**config.mk**
```make
export PLATFORM = sky130hd
export DESIGN_NAME = rtcfg_top
export DESIGN_NICKNAME = d
export VERILOG_FILES = /design/src/core/rtcfg_pkg.sv /design/src/core/rtcfg_top.sv
export VERILOG_INCLUDE_DIRS = /design/src /design/src/core
export SDC_FILE = /design/constraint.sdc
export NUM_CORES = 1
export LEC_CHECK = 0
export BUFFER_PORTS_ARGS = -buffer_cell sky130_fd_sc_hd__buf_2
export CAP_MARGIN = 0
export CORE_ASPECT_RATIO = 2
export CORE_MARGIN = 2
export CORE_UTILIZATION = 25
export DETAILED_ROUTE_END_ITERATION = 10
export PLACE_DENSITY_LB_ADDON = 0.2
export SYNTH_ARGS = -nofsm -noshare
export SYNTH_HDL_FRONTEND = slang
export SYNTH_SLANG_ARGS = --single-unit
```
**constraint.sdc**
```tcl
create_clock -name sys_clk_in -period 3.9 [get_ports sys_clk_in]
set_clock_uncertainty 0.1 [all_clocks]
set_input_delay 0.585 -clock sys_clk_in [delete_from_list [all_inputs] [get_ports sys_clk_in]]
set_output_delay 0.585 -clock sys_clk_in [all_outputs]
set_load 0.005 [all_outputs]
```
**src/core/rtcfg_params.svh**
```systemverilog
// constants for the rt configuration upper-field block
`ifndef RTCFG_PARAMS_SVH
`define RTCFG_PARAMS_SVH
`define RTCFG_REG_ADDR 16'h0017
`define RTCFG_TO_MSB 15
`define RTCFG_TO_LSB 14
`define RTCFG_INHA_BIT 13
`define RTCFG_INHB_BIT 12
`define RTCFG_RESET_VAL 4'h0
`define RTCFG_CLK_PERIOD_PS 4000
`define RTCFG_PS_PER_US 1000000
`define RTCFG_TO_00_US 57
`define RTCFG_TO_01_US 62
`define RTCFG_TO_10_US 100
`define RTCFG_TO_11_US 180
`define RTCFG_DEAD_00_US 8'h0f
`define RTCFG_DEAD_01_US 8'h14
`define RTCFG_DEAD_10_US 8'h3a
`define RTCFG_DEAD_11_US 8'h8a
`define RTCFG_EMBED_WORD_US 20
`endif

```
**src/core/rtcfg_pkg.sv**
```systemverilog
// types for the rt configuration upper-field block
package rtcfg_pkg;
    typedef struct packed {
        logic [1:0] rt_to_rt_timeout_select;
        logic bus_a_local_inhibit;
        logic bus_b_local_inhibit;
    } rtcfg_fields_t;

    typedef struct packed {
        logic tx_inhibit;
        logic rx_inhibit;
    } rtcfg_bus_inh_t;

    typedef enum logic [0:0] {
        RTCFG_IDLE = 1'b0,
        RTCFG_WAIT = 1'b1
    } rtcfg_state_t;
endpackage

```
**src/core/rtcfg_top.sv**
```systemverilog
// rt configuration register upper field: rt-rt timeout timer and per-bus inhibits
`timescale 1ns/1ps
`include "rtcfg_params.svh"

// Functional notes
// - select picks 57/62/100/180us limit, dead time
// - time from command parity to data sync
// - limit spans embedded transmit command and status
// - bus A inhibit bit inhibits per scope
// - scope option: both directions or transmit only
// - bus A transmit also inhibited by pin, master bit; receive is not
// - bus B inhibit bit inhibits per scope
// - bus B transmit also inhibited by pin, master bit; receive is not
// - pointer auto-increments per word under select
module rtcfg_top #(
    parameter int unsigned TO_00_CYC = `RTCFG_TO_00_US * `RTCFG_PS_PER_US / `RTCFG_CLK_PERIOD_PS,
    parameter int unsigned TO_01_CYC = `RTCFG_TO_01_US * `RTCFG_PS_PER_US / `RTCFG_CLK_PERIOD_PS,
    parameter int unsigned TO_10_CYC = `RTCFG_TO_10_US * `RTCFG_PS_PER_US / `RTCFG_CLK_PERIOD_PS,
    parameter int unsigned TO_11_CYC = `RTCFG_TO_11_US * `RTCFG_PS_PER_US / `RTCFG_CLK_PERIOD_PS,
    parameter int unsigned CNT_W = 16
) (
    input wire logic sys_clk_in,
    input wire logic rst_in,
    input wire logic cs_n_in,
    input wire logic map_load_in,
    input wire logic [15:0] map_value_in,
    input wire logic word_wr_in,
    input wire logic word_rd_in,
    input wire logic [15:0] word_wdata_in,
    output logic [15:0] word_rdata_out,
    output logic [15:0] map_out,
    input wire logic inhibit_scope_option_in,
    input wire logic bus_a_tx_inhibit_pin_in,
    input wire logic bus_b_tx_inhibit_pin_in,
    input wire logic master_inhibit_in,
    input wire logic rx_cmd_parity_mid_in,
    input wire logic data_sync_mid_in,
    output rtcfg_pkg::rtcfg_fields_t fields_out,
    output rtcfg_pkg::rtcfg_bus_inh_t bus_a_inh_out,
    output rtcfg_pkg::rtcfg_bus_inh_t bus_b_inh_out,
    output logic [7:0] dead_time_us_out,
    output logic timer_busy_out,
    output logic no_response_out
);
    import rtcfg_pkg::*;

    // every limit must fit the counter; short limits only suit quick simulation
    if (CNT_W < 2 || CNT_W > 31 || TO_00_CYC < 2 || TO_01_CYC < 2 || TO_10_CYC < 2
        || TO_11_CYC < 2 || TO_11_CYC >= (32'h1 << CNT_W)
        || TO_10_CYC >= (32'h1 << CNT_W) || TO_01_CYC >= (32'h1 << CNT_W)
        || TO_00_CYC >= (32'h1 << CNT_W)) begin : g_bad_cfg
        $error("rtcfg_top: timeout counts do not fit the counter");
    end

    // ****************************************
    // memory address pointer and register access
    // ****************************************
    logic [15:0] map_ff;
    rtcfg_fields_t cfg_ff;
    logic [15:0] rdata_ff;
    logic hit;
    logic access;

    assign hit = (map_ff == `RTCFG_REG_ADDR);
    assign access = !cs_n_in && (word_wr_in || word_rd_in);
    assign map_out = map_ff;
    assign word_rdata_out = rdata_ff;
    assign fields_out = cfg_ff;

    // pointer steps after each word while select is held
    always_ff @(posedge sys_clk_in or posedge rst_in) begin
        if (rst_in) begin
            map_ff <= 16'h0000;
        end else if (map_load_in) begin
            map_ff <= map_value_in;
        end else if (access) begin
            map_ff <= map_ff + 16'h0001;
        end
    end

    always_ff @(posedge sys_clk_in or posedge rst_in) begin
        if (rst_in) begin
            cfg_ff <= `RTCFG_RESET_VAL;
        end else if (!map_load_in && !cs_n_in && word_wr_in && hit) begin
            cfg_ff.rt_to_rt_timeout_select <= word_wdata_in[`RTCFG_TO_MSB:`RTCFG_TO_LSB];
            cfg_ff.bus_a_local_inhibit <= word_wdata_in[`RTCFG_INHA_BIT];
            cfg_ff.bus_b_local_inhibit <= word_wdata_in[`RTCFG_INHB_BIT];
        end
    end

    // lower bits belong to another block and read as zero here
    always_ff @(posedge sys_clk_in or posedge rst_in) begin
        if (rst_in) begin
            rdata_ff <= 16'h0000;
        end else if (!map_load_in && !cs_n_in && word_rd_in) begin
            rdata_ff <= hit ? {cfg_ff, 12'h000} : 16'h0000;
        end
    end

    // ****************************************
    // bus inhibits
    // ****************************************
    // scope option high blocks both directions; low blocks transmit only
    always_comb begin
        bus_a_inh_out.tx_inhibit = cfg_ff.bus_a_local_inhibit
            || bus_a_tx_inhibit_pin_in || master_inhibit_in;
        bus_a_inh_out.rx_inhibit = cfg_ff.bus_a_local_inhibit && inhibit_scope_option_in;
        bus_b_inh_out.tx_inhibit = cfg_ff.bus_b_local_inhibit
            || bus_b_tx_inhibit_pin_in || master_inhibit_in;
        bus_b_inh_out.rx_inhibit = cfg_ff.bus_b_local_inhibit && inhibit_scope_option_in;
    end

    // ****************************************
    // rt-rt no-response timer
    // ****************************************
    logic [CNT_W-1:0] lim_cyc;
    logic [CNT_W-1:0] cnt_ff;
    rtcfg_state_t state_ff;
    logic no_resp_ff;
    logic expire;

    always_comb begin
        case (cfg_ff.rt_to_rt_timeout_select)
            2'b00: begin
                lim_cyc = CNT_W'(TO_00_CYC);
                dead_time_us_out = `RTCFG_DEAD_00_US;
            end
            2'b01: begin
                lim_cyc = CNT_W'(TO_01_CYC);
                dead_time_us_out = `RTCFG_DEAD_01_US;
            end
            2'b10: begin
                lim_cyc = CNT_W'(TO_10_CYC);
                dead_time_us_out = `RTCFG_DEAD_10_US;
            end
            default: begin
                lim_cyc = CNT_W'(TO_11_CYC);
                dead_time_us_out = `RTCFG_DEAD_11_US;
            end
        endcase
    end

    // the limit already includes the 40us of transmit command and status words
    assign expire = (state_ff == RTCFG_WAIT) && !data_sync_mid_in
        && (cnt_ff >= lim_cyc - CNT_W'(1));
    assign timer_busy_out = (state_ff == RTCFG_WAIT);
    assign no_response_out = no_resp_ff;

    always_ff @(posedge sys_clk_in or posedge rst_in) begin
        if (rst_in) begin
            state_ff <= RTCFG_IDLE;
            cnt_ff <= '0;
        end else if (rx_cmd_parity_mid_in) begin
            state_ff <= RTCFG_WAIT;
            cnt_ff <= '0;
        end else begin
            case (state_ff)
                RTCFG_IDLE: begin
                    cnt_ff <= '0;
                end
                RTCFG_WAIT: begin
                    if (data_sync_mid_in || expire) begin
                        state_ff <= RTCFG_IDLE;
                    end
                    cnt_ff <= cnt_ff + CNT_W'(1);
                end
                default: begin
                    state_ff <= RTCFG_IDLE;
                end
            endcase
        end
    end

    // flag holds until the next rt-rt message starts timing
    // an expiry in the very cycle of a new start still gets reported
    always_ff @(posedge sys_clk_in or posedge rst_in) begin
        if (rst_in) begin
            no_resp_ff <= 1'b0;
        end else if (expire) begin
            no_resp_ff <= 1'b1;
        end else if (rx_cmd_parity_mid_in) begin
            no_resp_ff <= 1'b0;
        end
    end

    // ****************************************
    // assertions
    // ****************************************
    property p_limit_sel;
        @(posedge sys_clk_in) disable iff (rst_in)
        (cfg_ff.rt_to_rt_timeout_select == 2'b10) |-> (lim_cyc == CNT_W'(TO_10_CYC));
    endproperty
    a_limit_sel: assert property (p_limit_sel) else $error("limit select wrong");

    property p_start;
        @(posedge sys_clk_in) disable iff (rst_in)
        (rx_cmd_parity_mid_in && !expire)
            |=> (timer_busy_out && cnt_ff == '0 && !no_response_out);
    endproperty
    a_start: assert property (p_start) else $error("timer did not start");

    property p_start_expire;
        @(posedge sys_clk_in) disable iff (rst_in)
        (rx_cmd_parity_mid_in && expire)
            |=> (timer_busy_out && cnt_ff == '0 && no_response_out);
    endproperty
    a_start_expire: assert property (p_start_expire) else $error("expiry lost on restart");

    property p_sync_stop;
        @(posedge sys_clk_in) disable iff (rst_in)
        (timer_busy_out && data_sync_mid_in && !rx_cmd_parity_mid_in)
            |=> (!timer_busy_out && !no_response_out);
    endproperty
    a_sync_stop: assert property (p_sync_stop) else $error("sync did not stop timer");

    property p_fire_late;
        @(posedge sys_clk_in) disable iff (rst_in)
        $rose(no_response_out) |-> ($past(cnt_ff) == lim_cyc - CNT_W'(1));
    endproperty
    a_fire_late: assert property (p_fire_late) else $error("no-response at wrong count");

    property p_inh_a;
        @(posedge sys_clk_in) disable iff (rst_in)
        cfg_ff.bus_a_local_inhibit |-> (bus_a_inh_out.tx_inhibit
            && bus_a_inh_out.rx_inhibit == inhibit_scope_option_in);
    endproperty
    a_inh_a: assert property (p_inh_a) else $error("bus a local inhibit lost");

    property p_glob_a;
        @(posedge sys_clk_in) disable iff (rst_in)
        !cfg_ff.bus_a_local_inhibit |-> (!bus_a_inh_out.rx_inhibit
            && bus_a_inh_out.tx_inhibit == (bus_a_tx_inhibit_pin_in || master_inhibit_in));
    endproperty
    a_glob_a: assert property (p_glob_a) else $error("bus a global inhibit wrong");

    property p_inh_b;
        @(posedge sys_clk_in) disable iff (rst_in)
        cfg_ff.bus_b_local_inhibit |-> (bus_b_inh_out.tx_inhibit
            && bus_b_inh_out.rx_inhibit == inhibit_scope_option_in);
    endproperty
    a_inh_b: assert property (p_inh_b) else $error("bus b local inhibit lost");

    property p_glob_b;
        @(posedge sys_clk_in) disable iff (rst_in)
        !cfg_ff.bus_b_local_inhibit |-> (!bus_b_inh_out.rx_inhibit
            && bus_b_inh_out.tx_inhibit == (bus_b_tx_inhibit_pin_in || master_inhibit_in));
    endproperty
    a_glob_b: assert property (p_glob_b) else $error("bus b global inhibit wrong");

    property p_map_step;
        @(posedge sys_clk_in) disable iff (rst_in)
        (access && !map_load_in) |=> (map_ff == $past(map_ff) + 16'h0001);
    endproperty
    a_map_step: assert property (p_map_step) else $error("pointer did not step");

    property p_wr_read;
        @(posedge sys_clk_in) disable iff (rst_in)
        (!cs_n_in && word_wr_in && !map_load_in && hit)
            |=> (fields_out == $past(word_wdata_in[15:12]));
    endproperty
    a_wr_read: assert property (p_wr_read) else $error("register write lost");

    property p_sticky;
        @(posedge sys_clk_in) disable iff (rst_in)
        (no_response_out && !rx_cmd_parity_mid_in) |=> no_response_out;
    endproperty
    a_sticky: assert property (p_sticky) else $error("no-response dropped");

    c_timeout: cover property (@(posedge sys_clk_in) disable iff (rst_in) $rose(no_response_out));
    c_sync: cover property (@(posedge sys_clk_in) disable iff (rst_in)
        timer_busy_out && data_sync_mid_in);
    c_write: cover property (@(posedge sys_clk_in) disable iff (rst_in)
        !cs_n_in && word_wr_in && hit);
endmodule

```
==> results by group <==
Logic synthesis
  • Asr flop ratio synth: 100%
  • Warnings, synthesis: 0
  • Dominant synthesized flop cell: dfrtp_1
  • Mapped Area: 0.00263 mm2
  • Post-synth EDFFs: 0
  • Sequential share of the synthesized area: 40.0%
  • Gate Count Post-Synth: 283
  • Avg Synthesized Cell Area: 9.28 um2
  • FF+latch count, synth: 42
  • Distinct cells, synth: 42

Critical path
  • Worst EP arrival: 2.90 ns
  • Setup crit end kind: flop
  • Worst endpoint required time: 3.97 ns
  • Worst r2r path cells: 10
  • Startpoint Class: flop
  • Crit Path Class: reg -> reg
  • Crit-path max FO: 8

CTS
  • TritonCTS buffer count: 5
  • Worst-path clk slew: 0.06 ns
  • Hold_buf cts: 0
  • Clk_lat worst skew: 0.28 ns
  • Clk root buf: clkbuf_16
  • Setup Buffers After CTS: 0
  • Post-CTS Resized: 0
  • CTS tree: built
  • Sink Count: 42
  • CTS HTree Levels: 2
  • Clk buf depth: 2

Floorplanning
  • Starting Density: 25.4%
  • # rows: 53
  • Core area: 0.0103 mm2
  • Die ar.: 0.0114 mm2
  • Die Span X: 76.5 um
  • Vert. Die Dim: 149 um
  • Ports: 94

Routing
  • Routed vias/inst: 4.68
  • TritonRoute pass-1 iters: 4
  • Number of remaining DRC errors: 0
  • Iter 0 DRT Violations: 150
  • WL per Instance: 13.5 um
  • DRT Wirelength: 6620 um
  • Vias: 2287
  • ANT nets after route: 0

Timing
  • Max Slew Vio Count: 0
  • RSZ-0062 raised after global routing: no
  • Actual slew at the worst max-slew pin: 0.641 ns
  • Final Hold Vio Count: 0
  • Worst relative slew slack: 57.2%
  • Period utilization: 72.4%
  • Fin crit period: 2.82 ns
  • Highest Clock Rate: 354 MHz
  • Setup TNS: 0 ns
  • Setup WS post-layout: 1.08 ns
  • Final setup violation count: 0

Worst hold path
  • Worst min path class: in -> async

Cells and area
  • Area grow syn2layout: 22.9%
  • Antenna diode count: 0
  • Fill cells: 1171
  • Final nets: 416
  • Layout cells sized above 1: 24.4%

GRT
  • First-pass GRT wire length: 11200 um
  • Grt met2 use: 20.0%
  • Global routing usage on met1: 16.0%
  • Initial antenna violation count: 0
  • Top Usage Layer GRT: met2
  • Total GRT Usage: 12.1%
  • Largest net degree at the start of global routing: 43
  • Vias in the first global route: 2238
  • Total grt overflow: 0
  • Met3 Use GR: 2.30%

Power
  • P_leak: 1.47 nW
  • Peak supply drop: 0.217 mV
  • PD cells: 333 mW/mm2

Placement
  • Placement Setup Slack: 1.09 ns
  • Port Buf Inserts: 68
  • HPWL Detailed: 4900 um
  • Gp weighted congestion: 0.715

Outcome
  • Status: completed

Job
  • Max Cap Viol: 0
## stage by stage
stage               power [mW]  cells  hold slack, ns  util (%)  instance area, um2
floorplan                0.569    295           0.354         -                2670
global route              1.14    489           0.391      31.2                3230
detailed placement       0.623    481           0.389      29.6                3060
finish                    1.07    489           0.339      31.2                3230
global placement         0.623    481           0.393      29.6                3060
CTS                       1.10    489           0.362      31.2                3230
## cells by family (layout without fill, tap and decap cells)
logic type | after synthesis | count (layout) | synth area share [%]
XOR/XNOR | 19 | 19 | 6.33
other | 1 | 13 | 0.143
adder cells (fa/ha/maj) | 21 | 21 | 10.0
flip-flops | 42 | 42 | 40.0
AND/OR/NAND/NOR | 111 | 111 | 22.4
buffers and inverters | 37 | 94 | 7.38
multiplexers | 5 | 5 | 2.10
AO/OA/AOI/OAI | 47 | 47 | 11.6
## flip-flops by register name, indices dropped and copies added (netlist names)
| signal | flops |
|---|---|
| map_out | 16 |
| word_rdata_out | 4 |
| no_response_out | 1 |
| fields_out | 4 |
| timer_busy_out | 1 |
| cnt_ff | 16 |
## cell type report
type | count | area, um2 | area share [%]
clock buffers | 8 | 166 | 5.16
inverters | 17 | 63.8 | 1.98
multi-input cells | 216 | 1430 | 44.2
flip-flops and latches | 42 | 1050 | 32.6
well taps | 137 | 171 | 5.31
repair buffers | 69 | 348 | 10.8
## cells in the final DEF, fill, tap and decap left out, types with 7 or more instances in the layout
cell,n
nor2_1,18
buf_2,68
inv_1,15
nand4_1,14
dfrtp_1,42
ha_1,21
xor2_1,8
xnor2_1,11
nand3_1,14
or4_1,7
conb_1,13
nand2_1,24
o21ai_0,15
nor4_1,10
a21oi_1,8
## worst max-delay path, stage by stage (launching register included)
cell,delay (ns)
dfrtp_1,0.49
inv_1,0.22
ha_1,0.21
inv_1,0.05
ha_1,0.19
or2_2,0.28
ha_1,0.28
nand4_1,0.12
nor4_1,0.35
a221oi_1,0.16
a41o_1,0.26
## final timing paths
kind                                            from                             end  slack [ns]
max in group asynchronous                     rst_in  word_rdata_out[14]$_DFFE_PP0P_        2.98
max                        fields_out[2]$_DFFE_PP0P_        timer_busy_out$_DFF_PP0_        1.08
min reg2reg                      cnt_ff[0]$_DFF_PP0_             cnt_ff[0]$_DFF_PP0_        0.39
min in group sys_clk_in          cnt_ff[0]$_DFF_PP0_             cnt_ff[0]$_DFF_PP0_        0.39
min                                           rst_in             cnt_ff[4]$_DFF_PP0_        0.34
max reg2reg                fields_out[2]$_DFFE_PP0P_        timer_busy_out$_DFF_PP0_        1.08
## power by group
part | switching (mW) | internal, mW | total [mW]
clock | 0.173 | 0.290 | 0.463
combinational | 0.0663 | 0.0560 | 0.122
sequential | 0.0340 | 0.456 | 0.490
## metal layers
layer	wire, um	part of all wire (%)
met1	3060	46
met3	267	4.0
met4	81	1.2
met5	0	0
met2	3200	48
## cell usage after synthesis (5+ instances only)
cell type  count  area share (%)
a21oi_1        8             1.5
xor2_1         8             2.7
o31ai_1        5             1.4
nand4_1       14             3.3
or3_1          5             1.2
inv_1         16             2.3
xnor2_1       11             3.7
nand3_1       14             2.7
nor4_1        10             2.4
or4_1          7             2.0
dfrtp_1       42              40
nor2_1        18             2.6
o21ai_0       15             2.9
buf_4         14             4.0
ha_1          21              10
nand2_1       24             3.4
(Power assumes the default switching activity.)
